==> config.mk <==
export PLATFORM = sky130hd
export DESIGN_NAME = phy_basic_control
export DESIGN_NICKNAME = d
export VERILOG_FILES = /design/src/phy_ctrl_pkg.sv /design/src/phy_basic_control.sv
export SDC_FILE = /design/constraint.sdc
export NUM_CORES = 1
export LEC_CHECK = 0
export CORE_UTILIZATION = 35
export DETAILED_ROUTE_END_ITERATION = 16
export DONT_BUFFER_PORTS = 1
export PLACE_DENSITY = 0.58
export SKIP_LAST_GASP = 1
export SLEW_MARGIN = 20
export SYNTH_ARGS = -nofsm -noshare
export SYNTH_HDL_FRONTEND = slang
export SYNTH_SLANG_ARGS = --single-unit
export TNS_END_PERCENT = 50
==> constraint.sdc <==
create_clock -name i_clk -period 2.22 [get_ports i_clk]
set_clock_uncertainty 0.1 [all_clocks]
set_input_delay 0 -clock i_clk [delete_from_list [all_inputs] [get_ports i_clk]]
set_output_delay 0 -clock i_clk [all_outputs]
set_load 0.02 [all_outputs]
==> src/phy_ctrl_pkg.sv <==
package phy_ctrl_pkg;

    // ------------------------------------------------------------
    // Management frame addressing
    // ------------------------------------------------------------
    localparam logic [4:0] PHY_ADDR = 5'h01;
    localparam logic [4:0] REG_CTRL = 5'h00;
    localparam logic [1:0] OP_READ = 2'h2;
    localparam logic [1:0] OP_WRITE = 2'h1;
    localparam logic [5:0] PREAMBLE_BITS = 6'h20;
    localparam logic [5:0] HDR_LAST = 6'h0c;
    localparam logic [5:0] DATA_LAST = 6'h0f;

    // ------------------------------------------------------------
    // Control register field positions
    // ------------------------------------------------------------
    localparam int BIT_RESET = 15;
    localparam int BIT_LOOP = 14;
    localparam int BIT_SPD_LSB = 13;
    localparam int BIT_ANEG = 12;
    localparam int BIT_PDOWN = 11;
    localparam int BIT_RESTART = 9;
    localparam int BIT_DUPLEX = 8;
    localparam int BIT_SPD_MSB = 6;

    // ------------------------------------------------------------
    // Reset values
    // ------------------------------------------------------------
    localparam logic RST_LOOP = 1'b0;
    localparam logic RST_ANEG = 1'b1;
    localparam logic RST_DUPLEX = 1'b1;
    localparam logic [1:0] RST_SPEED = 2'h2;

    // ------------------------------------------------------------
    // Speed encodings, upper bit from bit 6, lower from bit 13
    // ------------------------------------------------------------
    localparam logic [1:0] SPD_10 = 2'h0;
    localparam logic [1:0] SPD_100 = 2'h1;
    localparam logic [1:0] SPD_1000 = 2'h2;
    localparam logic [1:0] SPD_RSVD = 2'h3;

    // ------------------------------------------------------------
    // Timing
    // ------------------------------------------------------------
    localparam int CLK_PERIOD_NS = 4;
    localparam int SRST_TIME_NS = 40;
    localparam logic [3:0] SRST_CYCLES =
        4'((SRST_TIME_NS + CLK_PERIOD_NS - 1) / CLK_PERIOD_NS);

    typedef struct packed {
        logic [1:0] speed;
        logic aneg_en;
        logic duplex;
    } mode_s;

    typedef struct packed {
        logic [7:0] data;
        logic valid;
    } gmii_s;

endpackage

==> src/phy_basic_control.sv <==
`timescale 1ns/1ns
// How it works
// Writing one to bit 15 resets the PHY state machines at once and the bit clears itself when that reset is done.
// With loopback set, transmit data is returned on the receive path and line link is dropped.
// During loopback the speed comes from the three-bit loopback speed field, not from the speed bits.
// Forced speed uses bit 6 as upper and bit 13 as lower bit: 10 is 1000 Mb/s, 01 is 100 Mb/s, 11 reserved.
// Speed pattern 00 forces 10 Mb/s.
// Speed writes stay pending until a soft reset, a negotiation restart or a power-down exit.
// Auto-negotiation enable resets to one and a written value applies only on the same three events.
// With negotiation off and 1000 Mb/s forced, the PHY still negotiates, offering only 1000BASE-T in the duplex of bit 8.
// The host reaches every PHY register through the MAC management access register.
// The register answers at PHY address 01, register 0, whatever page is selected.
// Power-down is left only when both power-down bits are zero, and leaving it does a soft reset and a restart.
// The register is carried as 16-bit words on the serial management frame.
module phy_basic_control (
    input wire logic i_clk, // Core clock, 250 MHz
    input wire logic i_rst_b, // Synchronous reset, active low
    input wire logic i_mdc, // Management clock pin
    input wire logic i_mdio_in, // Management data pin level
    output logic o_mdio_out, // Management data driven value
    output logic o_mdio_oe, // Management data drive enable
    input wire logic i_powerdown_strap_input, // Power-down strap pin
    input wire logic i_pd_copper, // Power-down bit of page 0 reg 16
    input wire logic [2:0] i_lb_speed, // Loopback speed field
    input wire phy_ctrl_pkg::gmii_s i_tx, // Transmit data from MAC
    input wire phy_ctrl_pkg::gmii_s i_line_rx, // Receive data from line
    input wire logic i_line_link, // Line link status
    output phy_ctrl_pkg::gmii_s o_rx, // Receive data to MAC
    output logic o_link_up, // Link status to MAC
    output logic o_loopback, // Loopback active
    output logic [2:0] o_lb_speed, // Speed used in loopback
    output phy_ctrl_pkg::mode_s o_mode, // Applied speed, aneg, duplex
    output logic o_core_reset, // PHY state machine reset
    output logic o_aneg_restart, // Negotiation restart pulse
    output logic o_aneg_active, // Negotiation runs
    output logic o_adv_1000_fd, // Offer only 1000BASE-T full
    output logic o_adv_1000_hd, // Offer only 1000BASE-T half
    output logic o_ignore_adv, // Advertisement registers ignored
    output logic o_powered_down // PHY held in power-down
);

    typedef enum logic [1:0] {ST_PRE, ST_HDR, ST_TA, ST_DATA} mdio_st_e;

    // ------------------------------------------------------------
    // Pin synchronisers
    // ------------------------------------------------------------
    logic mdc_s1_q, mdc_s2_q, mdc_s3_q;
    logic mdio_s1_q, mdio_s2_q;
    logic strap_s1_q, strap_s2_q, strap_s3_q;
    logic mdc_rise;

    // Pins are asynchronous, so two stages before any logic looks
    always_ff @(posedge i_clk)
    begin
        mdc_s1_q <= i_mdc;
        mdc_s2_q <= mdc_s1_q;
        mdc_s3_q <= mdc_s2_q;
        mdio_s1_q <= i_mdio_in;
        mdio_s2_q <= mdio_s1_q;
        strap_s1_q <= i_powerdown_strap_input;
        strap_s2_q <= strap_s1_q;
        strap_s3_q <= strap_s2_q;
    end

    assign mdc_rise = mdc_s2_q & ~mdc_s3_q;

    // ------------------------------------------------------------
    // Serial management frame
    // ------------------------------------------------------------
    mdio_st_e st_q, st_d;
    logic [5:0] cnt_q, cnt_d;
    logic [12:0] hdr_q, hdr_d;
    logic [15:0] sh_q, sh_d;
    logic hit_q, hit_d, rd_q, rd_d;
    logic mdio_out_q, mdio_out_d, mdio_oe_q, mdio_oe_d;
    logic wr_stb;
    logic [15:0] wr_data;
    logic [15:0] ctrl_rd;

    // Frame decode; only PHY 01 reg 0 is claimed, on any page
    always_comb
    begin
        st_d = st_q;
        cnt_d = cnt_q;
        hdr_d = hdr_q;
        sh_d = sh_q;
        hit_d = hit_q;
        rd_d = rd_q;
        mdio_out_d = mdio_out_q;
        mdio_oe_d = mdio_oe_q;
        wr_stb = 1'b0;
        wr_data = {sh_q[14:0], mdio_s2_q};
        if (mdc_rise)
        begin
            case (st_q)
                ST_PRE:
                begin
                    if (mdio_s2_q)
                    begin
                        if (cnt_q != phy_ctrl_pkg::PREAMBLE_BITS)
                            cnt_d = cnt_q + 6'h01;
                    end
                    else if (cnt_q == phy_ctrl_pkg::PREAMBLE_BITS)
                    begin
                        st_d = ST_HDR;
                        cnt_d = 6'h00;
                    end
                    else
                        cnt_d = 6'h00;
                end
                ST_HDR:
                begin
                    hdr_d = {hdr_q[11:0], mdio_s2_q};
                    cnt_d = cnt_q + 6'h01;
                    if (cnt_q == phy_ctrl_pkg::HDR_LAST)
                    begin
                        hit_d = hdr_d[12] &
                            (hdr_d[9:5] == phy_ctrl_pkg::PHY_ADDR) &
                            (hdr_d[4:0] == phy_ctrl_pkg::REG_CTRL) &
                            ((hdr_d[11:10] == phy_ctrl_pkg::OP_READ) |
                             (hdr_d[11:10] == phy_ctrl_pkg::OP_WRITE));
                        rd_d = hdr_d[11:10] == phy_ctrl_pkg::OP_READ;
                        sh_d = ctrl_rd;
                        st_d = ST_TA;
                        cnt_d = 6'h00;
                    end
                end
                ST_TA:
                begin
                    cnt_d = cnt_q + 6'h01;
                    if (cnt_q == 6'h00)
                    begin
                        // Second turnaround bit is driven low on reads
                        if (hit_q && rd_q)
                        begin
                            mdio_oe_d = 1'b1;
                            mdio_out_d = 1'b0;
                        end
                    end
                    else
                    begin
                        st_d = ST_DATA;
                        cnt_d = 6'h00;
                        if (rd_q)
                        begin
                            mdio_out_d = sh_q[15];
                            sh_d = {sh_q[14:0], 1'b0};
                        end
                    end
                end
                ST_DATA:
                begin
                    cnt_d = cnt_q + 6'h01;
                    if (rd_q)
                    begin
                        mdio_out_d = sh_q[15];
                        sh_d = {sh_q[14:0], 1'b0};
                    end
                    else
                        sh_d = wr_data;
                    if (cnt_q == phy_ctrl_pkg::DATA_LAST)
                    begin
                        wr_stb = hit_q & ~rd_q;
                        mdio_oe_d = 1'b0;
                        mdio_out_d = 1'b0;
                        st_d = ST_PRE;
                        cnt_d = 6'h00;
                    end
                end
                default:
                begin
                    st_d = ST_PRE;
                    cnt_d = 6'h00;
                end
            endcase
        end
    end

    // Frame state registers
    always_ff @(posedge i_clk)
    begin
        if (!i_rst_b)
        begin
            st_q <= ST_PRE;
            cnt_q <= 6'h00;
            hdr_q <= 13'h0000;
            sh_q <= 16'h0000;
            hit_q <= 1'b0;
            rd_q <= 1'b0;
            mdio_out_q <= 1'b0;
            mdio_oe_q <= 1'b0;
        end
        else
        begin
            st_q <= st_d;
            cnt_q <= cnt_d;
            hdr_q <= hdr_d;
            sh_q <= sh_d;
            hit_q <= hit_d;
            rd_q <= rd_d;
            mdio_out_q <= mdio_out_d;
            mdio_oe_q <= mdio_oe_d;
        end
    end

    // ------------------------------------------------------------
    // Control register and commit logic
    // ------------------------------------------------------------
    logic srst_q, srst_d, loop_q, loop_d, aneg_q, aneg_d;
    logic pd_q, pd_d, restart_q, restart_d, duplex_q, duplex_d;
    logic [1:0] spd_q, spd_d;
    logic [3:0] srst_cnt_q, srst_cnt_d;
    logic pd_prev_q, pd_prev_d, pd_now, pd_exit;
    logic start_srst, start_restart, srst_done, commit;
    phy_ctrl_pkg::mode_s eff_q, eff_d;

    assign ctrl_rd = {srst_q, loop_q, spd_q[0], aneg_q, pd_q, 1'b0,
                      restart_q, duplex_q, 1'b0, spd_q[1], 6'h00};
    assign pd_now = pd_q | i_pd_copper;
    assign pd_exit = pd_prev_q & ~pd_now;
    assign srst_done = srst_q &
        (srst_cnt_q == phy_ctrl_pkg::SRST_CYCLES - 4'h1);

    // Speed, aneg and duplex writes only touch the pending copy; the mode in use moves on
    // commit, since a speed change mid-link would corrupt traffic
    always_comb
    begin
        loop_d = loop_q;
        spd_d = spd_q;
        aneg_d = aneg_q;
        pd_d = pd_q;
        duplex_d = duplex_q;
        if (wr_stb)
        begin
            loop_d = wr_data[phy_ctrl_pkg::BIT_LOOP];
            spd_d = {wr_data[phy_ctrl_pkg::BIT_SPD_MSB],
                     wr_data[phy_ctrl_pkg::BIT_SPD_LSB]};
            aneg_d = wr_data[phy_ctrl_pkg::BIT_ANEG];
            pd_d = wr_data[phy_ctrl_pkg::BIT_PDOWN];
            duplex_d = wr_data[phy_ctrl_pkg::BIT_DUPLEX];
        end
        // Strap edges act last so the pin has the final word
        if (strap_s2_q & ~strap_s3_q)
            pd_d = 1'b1;
        if (~strap_s2_q & strap_s3_q)
            pd_d = 1'b0;
        start_srst = (wr_stb & wr_data[phy_ctrl_pkg::BIT_RESET]) |
            pd_exit;
        start_restart = (wr_stb & wr_data[phy_ctrl_pkg::BIT_RESTART]) |
            pd_exit;
        commit = start_srst | start_restart;
        eff_d = commit ? {spd_d, aneg_d, duplex_d} : eff_q;
        if (start_srst)
            loop_d = phy_ctrl_pkg::RST_LOOP;
        // A new reset request wins over the self-clear
        srst_d = start_srst | (srst_q & ~srst_done);
        srst_cnt_d = (start_srst | ~srst_q) ? 4'h0 : srst_cnt_q + 4'h1;
        // Negotiation always restarts as the soft reset finishes
        restart_d = start_restart | srst_done;
        pd_prev_d = pd_now;
    end

    // Control registers; power-down takes the strap level at reset
    always_ff @(posedge i_clk)
    begin
        if (!i_rst_b)
        begin
            srst_q <= 1'b0;
            srst_cnt_q <= 4'h0;
            loop_q <= phy_ctrl_pkg::RST_LOOP;
            spd_q <= phy_ctrl_pkg::RST_SPEED;
            aneg_q <= phy_ctrl_pkg::RST_ANEG;
            pd_q <= strap_s2_q;
            restart_q <= 1'b0;
            duplex_q <= phy_ctrl_pkg::RST_DUPLEX;
            pd_prev_q <= 1'b0;
            eff_q <= {phy_ctrl_pkg::RST_SPEED, phy_ctrl_pkg::RST_ANEG,
                      phy_ctrl_pkg::RST_DUPLEX};
        end
        else
        begin
            srst_q <= srst_d;
            srst_cnt_q <= srst_cnt_d;
            loop_q <= loop_d;
            spd_q <= spd_d;
            aneg_q <= aneg_d;
            pd_q <= pd_d;
            restart_q <= restart_d;
            duplex_q <= duplex_d;
            pd_prev_q <= pd_prev_d;
            eff_q <= eff_d;
        end
    end

    // ------------------------------------------------------------
    // Data path and mode outputs
    // ------------------------------------------------------------
    logic force_1000;
    assign force_1000 = ~eff_q.aneg_en &
        (eff_q.speed == phy_ctrl_pkg::SPD_1000);

    // Data and negotiation outputs are registered here; o_mode, assigned below, passes speed code 00 as 10 Mb/s
    always_ff @(posedge i_clk)
    begin
        if (!i_rst_b)
        begin
            o_rx <= '0;
            o_link_up <= 1'b0;
            o_lb_speed <= 3'h0;
            o_aneg_active <= 1'b0;
            o_adv_1000_fd <= 1'b0;
            o_adv_1000_hd <= 1'b0;
            o_ignore_adv <= 1'b0;
            o_powered_down <= 1'b0;
            o_aneg_restart <= 1'b0;
        end
        else
        begin
            o_rx <= loop_q ? i_tx : i_line_rx;
            o_link_up <= i_line_link & ~loop_q;
            o_lb_speed <= i_lb_speed;
            o_aneg_active <= eff_q.aneg_en | force_1000;
            o_adv_1000_fd <= force_1000 & eff_q.duplex;
            o_adv_1000_hd <= force_1000 & ~eff_q.duplex;
            o_ignore_adv <= force_1000;
            o_powered_down <= pd_now;
            o_aneg_restart <= restart_q;
        end
    end

    assign o_mdio_out = mdio_out_q;
    assign o_mdio_oe = mdio_oe_q;
    assign o_loopback = loop_q;
    assign o_mode = eff_q;
    assign o_core_reset = srst_q;
endmodule

==> load_flow_metrics.sql <==
INSERT INTO impl_metrics (metric_group, metric, value, unit) VALUES
('global_route', 'global_route_wire_length_before_repair', '12000', 'um'),
('clock_tree', 'count_of_clock_tree_sinks', '83', ''),
('layout', 'final_core_utilization', '0.445', ''),
('pwr', 'power', '3.04', 'mW'),
('worst_setup_path', 'critPathBufInv', '2', ''),
('logic_synthesis', 'syn_nets', '422', ''),
('worst_setup_path', 'endpoint_kind', 'register', ''),
('logic_synthesis', 'synth_warnings', '0', ''),
('clock_tree', 'h-tree-depth', '3', ''),
('route', 'detail_route.wl_per_cell', '13.4', 'um'),
('worst_setup_path', 'required', '2.33', 'ns'),
('worst_setup_path', 'r2r_end', 'cnt_q[5]', ''),
('worst_setup_path', 'worstSetupPathType', 'reg -> reg', ''),
('worst_setup_path', 'master_of_the_slowest_instance_on_the_critical_path', 'sky130_fd_sc_hd__dfxtp_2', ''),
('clock_tree', 'cts_made_buffers', '9', ''),
('worst_setup_path', 'crit_fanout', '7', ''),
('pwr', 'maximum_ir_drop_on_the_vdd_rail', '0.273', 'mV'),
('timing', 'final-max-slew-violation-count', '0', ''),
('pwr', 'share_comb_of_total_power', '0.041', ''),
('layout', 'layout-drive-gt1-share', '0.117', ''),
('worst_setup_path', 'worst-r2r-cell-count', '8', ''),
('die', 'effective_utilization_at_floorplan', '0.364', ''),
('clock_tree', 'clock-root-buffer', 'sky130_fd_sc_hd__clkbuf_8', ''),
('worst_setup_path', 'critPathTopFamily', 'compound AO/OA/AOI/OAI gates', ''),
('route', 'routed_via_density', '5.00', ''),
('logic_synthesis', 'ys_seq_area_frac', '0.492', ''),
('die', 'top_level_ports', '55', ''),
('route', 'detailroute.via_count', '2740', ''),
('global_route', 'maximum_number_of_pins_on_one_net_before_global_route_repair', '56', ''),
('layout', 'n_antenna_cell', '0', ''),
('timing', 'worst_pin_slew', '0.752', 'ns'),
('worst_setup_path', 'crit_chain', 'inv_1 > ha_1 > nor4b_2 > a31oi_2 > buf_4 > o31a_1 > a21oi_1 > nor3_1', ''),
('layout', 'finish.net_count', '454', ''),
('route', 'final_wirelength', '7340', 'um'),
('route', 'ant_nets', '0', ''),
('timing', 'hold_ws', '0.0888', 'ns'),
('logic_synthesis', 'yosysTopAreaCellShare', '0.483', ''),
('placement', 'buffer_ports.inserted', '0', ''),
('logic_synthesis', 'yosysUniqueCellTypes', '48', ''),
('timing', 'final-setup-viol-count', '0', ''),
('placement', 'gp_congestion', '0.822', ''),
('global_route', 'initial_antenna_violation_count', '0', ''),
('die', 'die_width', '101', 'um'),
('pwr', 'power_frac_clock', '0.446', ''),
('worst_setup_path', 'regToRegStartpoint', 'st_q[0]', ''),
('global_route', 'track_usage', '0.150', ''),
('logic_synthesis', 'post_synthesis_cell_type_with_the_largest_combined_area', 'sky130_fd_sc_hd__dfxtp_1', ''),
('route', 'total_drc_errors_in_the_routed_layout', '0', ''),
('layout', 'layout_commonest_cell', 'sky130_fd_sc_hd__dfxtp_1', ''),
('pwr', 'power_density', '733', 'nW/um^2'),
('outcome', 'run_status', 'finished, final reports clean', ''),
('timing', 'fin_crit_sh', '0.961', ''),
('timing', 'worst_slew_margin_rel', '0.497', ''),
('logic_synthesis', 'yosys-top-cells-area', 'sky130_fd_sc_hd__dfxtp_1, sky130_fd_sc_hd__nand2_1, sky130_fd_sc_hd__mux2i_1', ''),
('pwr', 'power.internal', '2.35', 'mW'),
('die', 'fp.dieArea', '10100', 'sq um'),
('die', 'rows', '35', ''),
('hold_path', 'worst_hold_path_type', 'in -> reg', ''),
('logic_synthesis', 'synth_edf_count', '1', ''),
('global_route', 'grt-ovfl-total', '0', ''),
('layout', 'layout.cells.most_common_list', 'sky130_fd_sc_hd__dfxtp_1, sky130_fd_sc_hd__nand2_1, sky130_fd_sc_hd__nor2_1', ''),
('pwr', 'power.share.switching', '0.227', ''),
('route', 'first_pass_iters', '6', ''),
('worst_setup_path', 'worstSetupStartpointType', 'register', ''),
('worst_setup_path', 'launch_point_of_the_worst_path', 'st_q[0]', ''),
('global_route', 'grt_pass1_vias', '2592', ''),
('timing', 'final_period_minus_worst_setup_slack', '2.13', 'ns'),
('timing', 'max_frequency', '469', 'MHz'),
('pwr', 'leakage', '1.49', 'nW'),
('pwr', 'switchingPower', '0.692', 'mW'),
('pwr', 'sequentialPowerShare', '0.513', '');
==> timing repair <==
action,in CTS,in global routing
resized for setup,0,11
hold endpoints to repair,37,0
setup endpoints to repair,0,27
hold buffers,27,0
buffers inserted,0,1
==> Yosys cell counts, types with 2 or more instances <==
cell,n
sky130_fd_sc_hd__buf_1,2
sky130_fd_sc_hd__a311oi_1,8
sky130_fd_sc_hd__nor2b_1,3
sky130_fd_sc_hd__nand2_1,68
sky130_fd_sc_hd__dfxtp_1,82
sky130_fd_sc_hd__nand4_1,5
sky130_fd_sc_hd__buf_6,3
sky130_fd_sc_hd__a21oi_1,28
sky130_fd_sc_hd__o31a_1,3
sky130_fd_sc_hd__nor4b_1,4
sky130_fd_sc_hd__mux2_4,2
sky130_fd_sc_hd__clkbuf_1,15
sky130_fd_sc_hd__o21a_1,2
sky130_fd_sc_hd__nand2b_1,4
sky130_fd_sc_hd__a31oi_1,5
sky130_fd_sc_hd__mux2i_1,17
sky130_fd_sc_hd__or2_1,3
sky130_fd_sc_hd__inv_1,14
sky130_fd_sc_hd__buf_2,2
sky130_fd_sc_hd__and3_1,2
sky130_fd_sc_hd__a211oi_1,4
sky130_fd_sc_hd__nor2_1,38
sky130_fd_sc_hd__o21ai_0,4
sky130_fd_sc_hd__nand3_1,18
sky130_fd_sc_hd__nor4_1,2
sky130_fd_sc_hd__ha_1,12
sky130_fd_sc_hd__nor3_1,4
sky130_fd_sc_hd__and2_1,7
sky130_fd_sc_hd__o21ai_1,2
==> flip-flops by register name (all words and copies together), names as in the netlist, 2 cells and up <==
signal and cells:
srst_cnt_q 4, sh_q 16, o_mode 4, hdr_q 12
o_rx 9, o_lb_speed 3, st_q 2, cnt_q 6
spd_q 2
==> kinds of logic after synthesis <==
group / Yosys count / share of synthesized area
compound gates: 66 / 0.130
simple gates: 164 / 0.223
flops: 83 / 0.492
mux: 19 / 0.0589
buf+inv: 36 / 0.0471
fa+ha+maj: 12 / 0.0442
xor+xnor: 2 / 0.00516
==> layer usage <==
layer,up-vias,share of wire,global-route usage
li1,1374,-,-
met5,-,0,0
met2,59,0.49,0.247
met3,4,0.044,0.0347
met4,0,0.0072,0.0468
met1,1303,0.46,0.194
==> per-stage QoR <==
stage | setup slack, ns | setup TNS, ns | std cells | area [sq um]
2_1_floorplan | 0.0398 | 0 | 382 | 3400
3_3_place_gp | 0.0593 | 0 | 504 | 3580
3_5_place_dp | 0.0522 | 0 | 504 | 3580
4_1_cts | 0.00724 | 0 | 547 | 4100
5_1_grt | -0.0432 | -0.0973 | 548 | 4150
6_report | 0.0865 | 0 | 548 | 4150
==> worst max path at each step <==
stage / end / slack, ns / depth (start not counted)
5_1_grt: cnt_q[5] / -0.04 / 8
4_1_cts: st_q[1] / 0.007 / 7
2_1_floorplan: aneg_q / 0.04 / 7
6_report: cnt_q[5] / 0.09 / 8
3_3_place_gp: st_q[1] / 0.06 / 7
3_5_place_dp: st_q[1] / 0.05 / 7
==> power by group through the flow <==
stage               combinational [mW]  clock [mW]  sequential [mW]
floorplan                       0.0643           0             1.59
global placement                0.0758           0             1.60
detailed placement              0.0771           0             1.60
CTS                              0.120        1.39             1.56
global route                     0.137        1.46             1.57
finish                           0.125        1.36             1.56
==> final cells by class <==
cell class	count	area [sq um]
clock buffers	9	124
flip-flops and latches	83	1680
clock inverters	7	128
repair buffers	43	403
well taps	129	161
fillers	889	5180
multi-input cells	263	1610
inverters	14	52.6
Note: power is estimated with default switching activity, not from simulation.
